[src/verilog/option_store_regs.svh]
`ifndef OPTION_STORE_REGS_SVH
`define OPTION_STORE_REGS_SVH

// option word field positions
`define OPT_BIT_EXT_STOP 9
`define OPT_BIT_LVD 8
`define OPT_BIT_PROTECT 7
`define OPT_BIT_OSC_RC 6
`define OPT_BIT_RSV_SET 4
`define OPT_BIT_NMI_PULL 3
`define OPT_BIT_TIMER_PIN_PULLUP_ENABLE 2
`define OPT_BIT_WDG_HW 1
`define OPT_BIT_SAFEGUARD 0
// reserved bits that must be written as zero and as one
`define OPT_RSV_ZERO_MASK 16'hfc20
`define OPT_RSV_ONE_MASK 16'h0010
// blank part content
`define OPT_BLANK_VALUE 8'h00
// programming voltage detection threshold, millivolts, and sampled level width
`define OPT_VPP_MV 12500
`define OPT_VPP_FILTER_CYCLES 3
// settle cycles of the load sequence before the one-time capture
`define OPT_LOAD_WAIT 2'h2

`endif

[src/verilog/option_store_pkg.sv]
package option_store_pkg;

    typedef enum logic {
        osc_crystal,
        osc_rc
    } osc_type_e;

    // decoded configuration handed to the consuming units
    typedef struct packed {
        logic ext_stop_control;
        logic low_voltage_detect_enable;
        logic readout_protect;
        osc_type_e osc_type;
        logic nmi_pin_pullup_enable;
        logic timer_pin_pullup_enable;
        logic watchdog_hw_select;
        logic clock_safeguard_enable;
    } option_cfg_s;

    // programmer write request to one option byte
    typedef struct packed {
        logic valid;
        logic sel_high;
        logic [7:0] data;
    } prog_req_s;

    typedef enum logic [1:0] {
        st_idle,
        st_check,
        st_done
    } prog_state_e;

endpackage : option_store_pkg

[src/verilog/option_byte_config_store.sv]
// Summary of operation
// - blank one-time parts present all configuration bits as zero until programmed.
// - store is two bytes, high and low, together configuring the whole chip.
// - option bytes are unmapped for the program; only reachable in programming mode.
// - programming mode only while the high programming voltage is detected.
// - each byte takes one write; later writes are refused.
// - mask variants take fixed values from the supplied code image.
// - stop with watchdog active allowed only if bit nine set and nmi high.
// - bit eight enables the low voltage detector.
// - bit seven blocks external read-out of program memory.
// - bit six selects oscillator, zero crystal or clock, one rc network.
// - bit three enables the nmi pin pull-up.
// - bit two enables the timer pin pull-up.
// - bit one selects hardware watchdog, zero leaves it to software.
// - bit zero enables the oscillator safeguard.
`timescale 1ns/10ps
`default_nettype none
`include "option_store_regs.svh"

module option_byte_config_store (
    input wire logic clk,
    input wire logic rst,
    input wire logic vpp_high_pin,
    input wire logic mask_variant,
    input wire logic [15:0] mask_image,
    input wire option_store_pkg::prog_req_s prog_req,
    input wire logic prog_rd_sel_high,
    input wire logic nmi_pin,
    input wire logic watchdog_active,
    output logic [7:0] prog_rd_data,
    output logic prog_ack,
    output logic prog_reject,
    output logic prog_mode_out,
    output option_store_pkg::option_cfg_s cfg,
    output logic stop_allowed,
    output logic cfg_valid,
    output logic reserved_fault
);
    import option_store_pkg::*;

    logic prog_mode;
    logic [7:0] lo_rd;
    logic [7:0] hi_rd;
    logic lo_burnt;
    logic hi_burnt;
    prog_state_e state_reg;
    prog_state_e state_next;
    logic [1:0] load_cnt_reg;
    option_cfg_s cfg_reg;
    logic cfg_valid_reg;
    logic ack_reg;
    logic reject_reg;
    logic [7:0] rd_reg;
    logic stop_reg;
    logic mode_reg;
    logic rsv_fault_reg;
    logic nmi_s1_reg;
    logic nmi_s2_reg;
    logic nmi_s3_reg;
    logic nmi_level_reg;

    // decode one option word into the configuration controls
    function automatic option_cfg_s decode_word(input logic [15:0] w);
        option_cfg_s c;
        c.ext_stop_control = w[`OPT_BIT_EXT_STOP];
        c.low_voltage_detect_enable = w[`OPT_BIT_LVD];
        c.readout_protect = w[`OPT_BIT_PROTECT];
        c.osc_type = w[`OPT_BIT_OSC_RC] ? osc_rc : osc_crystal;
        c.nmi_pin_pullup_enable = w[`OPT_BIT_NMI_PULL];
        c.timer_pin_pullup_enable = w[`OPT_BIT_TIMER_PIN_PULLUP_ENABLE];
        c.watchdog_hw_select = w[`OPT_BIT_WDG_HW];
        c.clock_safeguard_enable = w[`OPT_BIT_SAFEGUARD];
        return c;
    endfunction : decode_word

    // write strobes only exist in programming mode; no program-side path exists
    wire req_ok = prog_req.valid && prog_mode;
    wire lo_wr = req_ok && !prog_req.sel_high && !lo_burnt && !mask_variant;
    wire hi_wr = req_ok && prog_req.sel_high && !hi_burnt && !mask_variant;
    wire req_refused = prog_req.valid && !(lo_wr || hi_wr);
    wire [15:0] stored_word = {hi_rd, lo_rd};
    // reserved-bit check on the written byte only, reported but not enforced;
    // the other byte may still be blank, so its lanes are masked out
    wire [15:0] prop_word = prog_req.sel_high ? {prog_req.data, 8'h00} : {8'h00, prog_req.data};
    wire [15:0] lane_mask = prog_req.sel_high ? 16'hff00 : 16'h00ff;
    wire [15:0] rsv_one = `OPT_RSV_ONE_MASK & lane_mask;
    wire rsv_bad = ((prop_word & `OPT_RSV_ZERO_MASK) != 16'h0000)
        || ((prop_word & rsv_one) != rsv_one);

    vpp_detect u_vpp (
        .clk(clk),
        .rst(rst),
        .vpp_high_pin(vpp_high_pin),
        .prog_mode(prog_mode)
    );

    option_byte_cell u_lo (
        .clk(clk),
        .rst(rst),
        .mask_value(mask_image[7:0]),
        .mask_variant(mask_variant),
        .prog_en(lo_wr),
        .prog_data(prog_req.data),
        .rd_data(lo_rd),
        .programmed(lo_burnt)
    );

    option_byte_cell u_hi (
        .clk(clk),
        .rst(rst),
        .mask_value(mask_image[15:8]),
        .mask_variant(mask_variant),
        .prog_en(hi_wr),
        .prog_data(prog_req.data),
        .rd_data(hi_rd),
        .programmed(hi_burnt)
    );

    // load sequence: wait for the registered cell reads to settle, then capture once
    always_comb begin
        state_next = state_reg;
        case (state_reg)
            st_idle: state_next = st_check;
            st_check: begin
                if (load_cnt_reg == `OPT_LOAD_WAIT) begin
                    state_next = st_done;
                end
            end
            st_done: state_next = st_done;
            default: state_next = st_idle;
        endcase
    end

    always_ff @(posedge clk or posedge rst) begin
        if (rst) begin
            state_reg <= st_idle;
            load_cnt_reg <= 2'd0;
        end else begin
            state_reg <= state_next;
            if (state_reg == st_check) begin
                load_cnt_reg <= load_cnt_reg + 2'd1;
            end
        end
    end

    // capture once; later programming only takes effect after the next reset
    always_ff @(posedge clk or posedge rst) begin
        if (rst) begin
            cfg_reg <= '0;
            cfg_valid_reg <= 1'b0;
        end else if (state_reg == st_check && state_next == st_done) begin
            cfg_reg <= decode_word(stored_word);
            cfg_valid_reg <= 1'b1;
        end
    end

    // nmi pin is asynchronous: three stages, accept on agreement of last two
    always_ff @(posedge clk or posedge rst) begin
        if (rst) begin
            nmi_s1_reg <= 1'b0;
            nmi_s2_reg <= 1'b0;
            nmi_s3_reg <= 1'b0;
            nmi_level_reg <= 1'b0;
        end else begin
            nmi_s1_reg <= nmi_pin;
            nmi_s2_reg <= nmi_s1_reg;
            nmi_s3_reg <= nmi_s2_reg;
            if (nmi_s2_reg == nmi_s3_reg) begin
                nmi_level_reg <= nmi_s3_reg;
            end
        end
    end

    // stop gating: free when watchdog idle, else needs option and nmi high
    wire stop_ok = !watchdog_active
        || (cfg_reg.ext_stop_control && nmi_level_reg);

    // programmer port answers one cycle after the request
    always_ff @(posedge clk or posedge rst) begin
        if (rst) begin
            ack_reg <= 1'b0;
            reject_reg <= 1'b0;
            rd_reg <= 8'h00;
            stop_reg <= 1'b0;
            mode_reg <= 1'b0;
            rsv_fault_reg <= 1'b0;
        end else begin
            ack_reg <= lo_wr || hi_wr;
            reject_reg <= req_refused;
            rd_reg <= !prog_mode ? 8'h00 : (prog_rd_sel_high ? hi_rd : lo_rd);
            stop_reg <= cfg_valid_reg && stop_ok;
            mode_reg <= prog_mode;
            rsv_fault_reg <= (lo_wr || hi_wr) && rsv_bad;
        end
    end

    assign cfg = cfg_reg;
    assign cfg_valid = cfg_valid_reg;
    assign prog_ack = ack_reg;
    assign prog_reject = reject_reg;
    assign prog_rd_data = rd_reg;
    assign stop_allowed = stop_reg;
    assign prog_mode_out = mode_reg;
    assign reserved_fault = rsv_fault_reg;
endmodule : option_byte_config_store

`default_nettype wire

[src/verilog/option_byte_cell.sv]
`timescale 1ns/10ps
`default_nettype none
`include "option_store_regs.svh"

// one-time-programmable byte: blank until the single write, then frozen
module option_byte_cell (
    input wire logic clk,
    input wire logic rst,
    input wire logic [7:0] mask_value,
    input wire logic mask_variant,
    input wire logic prog_en,
    input wire logic [7:0] prog_data,
    output logic [7:0] rd_data,
    output logic programmed
);
    logic [7:0] cell_reg;
    logic burnt_reg;
    logic [7:0] rd_reg;
    wire write_ok = prog_en && !burnt_reg && !mask_variant;

    // the cell models nonvolatile storage, so reset does not clear it in silicon;
    // here reset gives the blank state only because there is no power-up history
    always_ff @(posedge clk or posedge rst) begin
        if (rst) begin
            cell_reg <= `OPT_BLANK_VALUE;
            burnt_reg <= 1'b0;
        end else if (write_ok) begin
            cell_reg <= prog_data;
            burnt_reg <= 1'b1;
        end
    end

    // registered read port; mask parts read the fixed code image
    always_ff @(posedge clk or posedge rst) begin
        if (rst) begin
            rd_reg <= 8'h00;
        end else begin
            rd_reg <= mask_variant ? mask_value : cell_reg;
        end
    end

    assign rd_data = rd_reg;
    assign programmed = burnt_reg || mask_variant;
endmodule : option_byte_cell

`default_nettype wire

[src/verilog/vpp_detect.sv]
`timescale 1ns/10ps
`default_nettype none

// programming-voltage comparator output resynchronised; level accepted on agreement
module vpp_detect (
    input wire logic clk,
    input wire logic rst,
    input wire logic vpp_high_pin,
    output logic prog_mode
);
    logic s1_reg;
    logic s2_reg;
    logic s3_reg;
    logic mode_reg;

    // three stages; only s2 and s3 are compared so s1 never feeds logic
    always_ff @(posedge clk or posedge rst) begin
        if (rst) begin
            s1_reg <= 1'b0;
            s2_reg <= 1'b0;
            s3_reg <= 1'b0;
            mode_reg <= 1'b0;
        end else begin
            s1_reg <= vpp_high_pin;
            s2_reg <= s1_reg;
            s3_reg <= s2_reg;
            if (s2_reg == s3_reg) begin
                mode_reg <= s3_reg;
            end
        end
    end

    assign prog_mode = mode_reg;
endmodule : vpp_detect

`default_nettype wire

[config.mk]
export PLATFORM = sky130hd
export DESIGN_NAME = option_byte_config_store
export DESIGN_NICKNAME = d
export VERILOG_FILES = /design/src/verilog/option_store_pkg.sv /design/src/verilog/option_byte_config_store.sv /design/src/verilog/option_byte_cell.sv /design/src/verilog/vpp_detect.sv
export VERILOG_INCLUDE_DIRS = /design/src /design/src/verilog
export SDC_FILE = /design/constraint.sdc
export NUM_CORES = 1
export LEC_CHECK = 0
export BUFFER_PORTS_ARGS = -buffer_cell sky130_fd_sc_hd__buf_2
export CORE_UTILIZATION = 48
export DETAILED_ROUTE_END_ITERATION = 10
export MAX_ROUTING_LAYER = met4
export PLACE_DENSITY = 0.75
export REMOVE_ABC_BUFFERS = 1
export SLEW_MARGIN = 20
export SYNTH_ARGS = -nofsm -noshare
export SYNTH_HDL_FRONTEND = slang
export SYNTH_SLANG_ARGS = --single-unit
[constraint.sdc]
create_clock -name clk -period 3.15 [get_ports clk]
set_clock_uncertainty 0.2 [all_clocks]
set_input_delay 0.63 -clock clk [delete_from_list [all_inputs] [get_ports clk]]
set_output_delay 0.63 -clock clk [all_outputs]
set_load 0.02 [all_outputs]
==> results by group, run 1 <==
Detailed routing
  – Routed len/inst: between 10 and 15 um
  – Via count: 1413
  – Detailed Route WL: ~4100 um
  – First DRT Iteration DRCs: 50
  – Vias/cell: around 4.8
  – Post-route ant nets: 0
  – Drc violations: 0
  – First-pass iteration count of the detailed router: 3

Synth
  – Post-Synth Simple-Gate Area: roughly 5.6%
  – Biggest area consumer among synthesized cells: dfrtp_1
  – Top post-synthesis cells by area: dfrtp_1 67%, mux2_2 14%, mux2_4 4.7%
  – Compound-Gate Fraction of Synth Area: under 10%
  – Post-synthesis sequential area ratio: approximately 67%
  – Largest family of logic cells by synthesized area: multiplexers
  – Mapped Area: 2530 um^2
  – Ys async rst share: 100%
  – Synth Area in Adders: approximately 1.3%
  – Most common cell in the synthesized netlist: dfrtp_1
  – Mux cell area share after synthesis: between 20% and 30%
  – Yosys reg bits: around 70
  – Main synth FF type: dfrtp_1
  – Gate Count Post-Synth: ~160
  – Synth cell types: 25
  – Synth top area share: 67.1%
  – Mean post-synth cell area: ~16 um^2
  – Synth top cells by count: 68 x dfrtp_1, 32 x mux2_2, 9 x nor2b_1, 8 x mux2_4, 8 x mux2i_1
  – Synth warnings: 0
  – Synth Area in XOR/XNOR: less than 1%
  – Number of synthesized flops with an enable pin: 0

Timing
  – Finish-stage setup viols: 0
  – Setup TNS: 0 ps
  – Period utilization: a little under two thirds
  – Worst-margin pin slew: 511 ps
  – Maximum clock frequency: between 400 and 500 MHz
  – RSZ-0062 raised after global routing: false
  – Worst slew margin: about two thirds
  – Fin. max-slew vios: 0
  – Endpoints failing hold: 0
  – Worst hold margin: around 140 ps
  – Final min period: between 2000 and 2500 ps

Place
  – Port bufs: 54
  – Gpl congestion: ~0.77
  – DP Area: just under 3000 um^2
  – DP HPWL: ~2800 um

Worst setup path
  – Worst Path Max Fanout: 17
  – CP endpoint kind: flip-flop
  – Critical Path Sink: u_hi.cell_reg[0]
  – Critical R2R Launch: u_vpp.prog_mode
  – Crit Path Category: in -> reg
  – Register-to-Register Path Depth: 3
  – Crit path DAT: 2030 ps
  – Startpoint Class: input pin
  – Crit path from: mask_variant
  – Crit path required time: about 3200 ps
  – Worst R2R Setup Slack: around 1400 ps
  – RR Endpoint: u_hi.cell_reg[0]

CTS
  – Num CTS Buffers: 9
  – Clk root buf: clkbuf_8
  – Clock Sinks: ~70
  – Post-CTS Hold Fix Bufs: 0
  – Postcts setup bufs: 0
  – Clk pin slew, worst setup/hold paths: roughly 70 ps
  – CTS Buffer Depth: 2
  – Resized cells post-CTS: 0
  – H-tree levels: 3
  – TritonCTS clock tree: built
  – Worst skew pair latency: approximately 330 ps

Cells and area
  – P&R area growth vs syn: 21.9%
  – NumNets Final: roughly 260
  – Layout cell share with drive strength beyond 1: between 50% and 60%
  – Fill count: 403
  – Design area: roughly 3100 um^2
  – Antenna Cells: 0

Global route
  – GRT Overall Usage: 17.5%
  – GRT Residual Overflow: 0
  – Largest net degree at the start of global routing: 69
  – Initial antenna violation count: 0
  – Global-route wire length before repair: approximately 6600 um
  – Vias in the first global route: around 1400

Floorplanning
  – Die width: roughly 75 um
  – DIE AREA: approximately 5600 um^2
  – Initial Utilization: about half
  – Std cell rows: 26
  – Core Area: 5110 um^2
  – Die Ht: 74.7 um
  – Top-Level Pins: 55

Power and ir drop
  – Maximum vdd drop: roughly 0.0004 V
  – Power per cell area: around 690 nW/um^2
  – Leakage: approximately 1.5 nW

Run status
  – Status: completed

Min path
  – Min-Delay Path Class: in -> async

Run
  – Max-cap violations: 0
metal layers:
metal / global-route usage (%) / part of all wire (%)
met1: 21.1 / 46
met4: 5.03 / 0.96
met5: - / 0
met2: 26.6 / 48
met3: 8.03 / 5.6
critical path, stage by stage:
cell,delay (ps)
buf_2,230
and3b_1,320
and3b_1,500
mux2_4,340
per-stage QoR:
stage	std cells	setup WS, ps	util, %	total power, mW
final	296	1140	60.5	2.12
after global routing	296	1100	60.5	2.22
after CTS	296	1150	60.5	2.14
after detailed placement	280	773	56.5	1.43
after global placement	280	809	56.5	1.42
after floorplan	154	608	-	1.33
placed cells by master, fill, tap and decap left out, drive strengths merged, types with 3 or more instances in the layout:
cell type  count
o21ai          3
inv            4
mux2i          8
nand2          3
dfrtp         68
mux2          40
nor2b          9
buf           56
clkbuf        12
nand2b         3
area by class of cell:
type	count	area [um^2]	area share, %
sequential	68	1700	55.1
multi-input combinational	82	786	25.4
timing repair buffer	56	298	9.64
clock buffer	12	155	5.02
tap	70	87.6	2.83
clock inverter	4	47.5	1.54
inverter	4	15.0	0.486
cells by family after synthesis:
group	Yosys count
XOR/XNOR	1
multiplexers	48
AND/OR/NAND/NOR	23
flip-flops	68
adder cells (fa/ha/maj)	3
AO/OA/AOI/OAI	7
buffers and inverters	8
power breakdown:
part	leakage (nW)	internal (mW)	switching (mW)
combinational	0.607	0.178	0.126
clock	0.102	0.406	0.305
sequential	0.824	1.04	0.0677
worst min-delay path by stage:
stage / to / slack (ps) / startpoint / cells past startpoint
floorplan: nmi_s2_reg / 130 / nmi_s1_reg / 0
global placement: u_vpp.s2_reg / 130 / u_vpp.s1_reg / 0
detailed placement: u_vpp.s2_reg / 140 / u_vpp.s1_reg / 0
CTS: u_vpp.s2_reg / 160 / rst / 3
global route: nmi_s2_reg / 170 / nmi_s1_reg / 0
finish: prog_rd_data[1] / 140 / rst / 3
No activity file was read; power rests on OpenSTA's default activity.
==> run 2: changes to the inputs <==
--- a/config.mk
+++ b/config.mk
@@ -10,7 +10,7 @@
 export CORE_UTILIZATION = 48
 export DETAILED_ROUTE_END_ITERATION = 10
 export MAX_ROUTING_LAYER = met4
-export PLACE_DENSITY = 0.75
+export PLACE_DENSITY = 0.78
 export REMOVE_ABC_BUFFERS = 1
 export SLEW_MARGIN = 20
 export SYNTH_ARGS = -nofsm -noshare
==> constraint.sdc (replaced) <==
create_clock -name clk -period 1.81 [get_ports clk]
set_clock_uncertainty 0.2 [all_clocks]
set_input_delay 0.362 -clock clk [delete_from_list [all_inputs] [get_ports clk]]
set_output_delay 0.362 -clock clk [all_outputs]
set_load 0.02 [all_outputs]
==> results by group, run 2 (synthesized netlist as in run 1, its figures left out) <==
Cells and area
  – Most common cell after layout, fill and taps aside: dfrtp_1
  – P&R area growth vs syn: 25.9%
  – Fill count: 407 (+0.99%)
  – Final Non-Filler Cells: 305 (+3.0%)
  – Design area: 3190 um^2 (+3.2%)
  – Layout cell share with drive strength beyond 1: 50.6% (+0.64 points)
  – NumNets Final: 264 (+3.5%)
  – Antenna Cells: 0 (unchanged)
  – Commonest cells after routing, fill and taps aside: 68 x dfrtp_1, 54 x buf_2, 32 x mux2_2
  – Final core occ: 62.5% (+2.0 points)

Run status
  – Status: completed

Floorplanning
  – Top-Level Pins: 55 (unchanged)
  – Initial Utilization: 49.6% (unchanged)
  – Core Area: 5110 um^2 (unchanged)
  – Die Ht: 74.7 um (unchanged)
  – Die width: 74.7 um (unchanged)
  – Std cell rows: 26 (unchanged)
  – DIE AREA: 5580 um^2 (unchanged)

Worst setup path
  – Worst Path Max Fanout: 4 (-13)
  – Crit path required time: 1850 ps (-1320 ps)
  – Startpoint Class: flip-flop
  – Crit Path Category: reg -> reg
  – CP endpoint kind: flip-flop
  – Crit path DAT: 1610 ps (-420 ps)

Place
  – DP Area: 2930 um^2 (+1.3%)
  – Gpl congestion: 0.741 (-3.5%)
  – DP HPWL: 3040 um (+10%)
  – Placed instance count: 285 (+1.8%)
  – Port bufs: 54 (unchanged)

Power and ir drop
  – Total power draw: 3.85 mW (+82%)
  – Leakage: 1.58 nW (+2.8%)
  – Power per cell area: 1210 nW/um^2 (+76%)
  – Maximum vdd drop: 0.000766 V (+88%)

Global route
  – Largest net degree at the start of global routing: 69 (unchanged)
  – Global-route wire length before repair: 7180 um (+9.1%)
  – Initial antenna violation count: 0 (unchanged)
  – GRT Overall Usage: 19.6% (+2.1 points)
  – GRT Residual Overflow: 0 (unchanged)
  – Vias in the first global route: 1465 (+4.8%)

Timing
  – Finish-stage setup viols: 0 (unchanged)
  – Worst hold margin: 46.5 ps (-97.6 ps)
  – Period utilization: around 87%
  – Worst slew margin: 71.4% (+5.4 points)
  – Fin. max-slew vios: 0 (unchanged)
  – Endpoints failing hold: 0 (unchanged)
  – Final min period: about 1600 ps
  – Maximum clock frequency: between 600 and 700 MHz
  – RSZ-0062 raised after global routing: false
  – Worst-margin pin slew: 424 ps (-86.2 ps)

CTS
  – Resized cells post-CTS: 0 (unchanged)
  – Worst skew pair latency: 350 ps (+20 ps)
  – CTS Buffer Depth: 2 (unchanged)
  – Num CTS Buffers: 9 (unchanged)
  – H-tree levels: 3 (unchanged)
  – Clk root buf: clkbuf_8
  – Clock Sinks: 68 (unchanged)
  – TritonCTS clock tree: built
  – Clk pin slew, worst setup/hold paths: 70 ps (about the same)

Detailed routing
  – Vias/cell: 4.78 (about the same)
  – First DRT Iteration DRCs: 47 (-6.0%)
  – Routed len/inst: 14.6 um (+6.2%)
  – Drc violations: 0 (unchanged)
  – Via count: 1457 (+3.1%)
  – First-pass iteration count of the detailed router: 4 (+1)
  – Detailed Route WL: 4460 um (+9.4%)
  – Post-route ant nets: 0 (unchanged)

Min path
  – Min-Delay Path Class: in -> reg

Run
  – Max-cap violations: 0 (unchanged)
[run 2: changes by cell type in the layout (fill, tap and decap cells not counted), sizes merged]
cell | before | now
bufinv | 1 | 2
clkinv | 2 | 1
buf | 56 | 61
dlygate4sd3 | 0 | 4
clkinvlp | 1 | 3
clkbuf | 12 | 10
[run 2: power breakdown]
| part | internal, mW | total [mW] | leakage (nW) | switching [mW] |
|---|---|---|---|---|
| Sequential | 1.80 | 1.93 | 0.824 | 0.128 |
| Clock | 0.809 | 1.38 | 0.105 | 0.568 |
| Combinational | 0.317 | 0.538 | 0.648 | 0.221 |
[run 2: cell type report]
type                    count  area [um^2]  share of cell area, %
repair buffers             65          375                   11.8
flip-flops and latches     68         1700                   53.3
multi-input cells          82          786                   24.6
clock inverters             6         87.6                   2.75
clock buffers              10          138                   4.31
inverters                   4         15.0                  0.471
well taps                  70         87.6                   2.75
[run 2: final timing paths]
| kind | startpoint | endpoint | slack [ps] | cells after the start |
|---|---|---|---|---|
| max reg2reg | u_vpp.prog_mode | u_hi.cell_reg[2] | 240 | 4 |
| max in group asynchronous | rst | prog_rd_data[3] | 700 | 4 |
| min | mask_image[2] | u_lo.rd_data[2] | 50 | 2 |
| min reg2reg | u_vpp.s1_reg | u_vpp.s2_reg | 150 | 0 |
| max | u_vpp.prog_mode | u_hi.cell_reg[2] | 240 | 4 |
| min in group asynchronous | rst | prog_rd_data[4] | 410 | 4 |
[run 2: stage by stage]
stage          setup WS (ps)  TNS, ps
6_report                 241        0
5_1_grt                  167        0
4_1_cts                  236        0
3_5_place_dp             103        0
3_3_place_gp             123        0
2_1_floorplan           -464   -31520
[run 2: critical path, stage by stage, from the launching register on]
cell,delay (ps)
dfrtp_1,400
and3b_1,230
and3b_1,190
buf_4,160
mux2_4,290
[run 2: layer usage]
metal | share of wire, % | track usage, % | vias to the layer above | wire length, um
met5 | 0 | - | - | 0
met4 | 1.5 | 7.55 | 0 | 67
met3 | 5.2 | 8.17 | 6 | 230
met2 | 51 | 30.3 | 39 | 2260
met1 | 43 | 22.9 | 727 | 1910
li1 | - | - | 685 | -
[run 2: what timing repair did]
item / 4_1_cts / 5_1_grt
hold buffers: 4 / 0
setup buffers: 0 / 0
hold endpoints to repair: 71 / 0
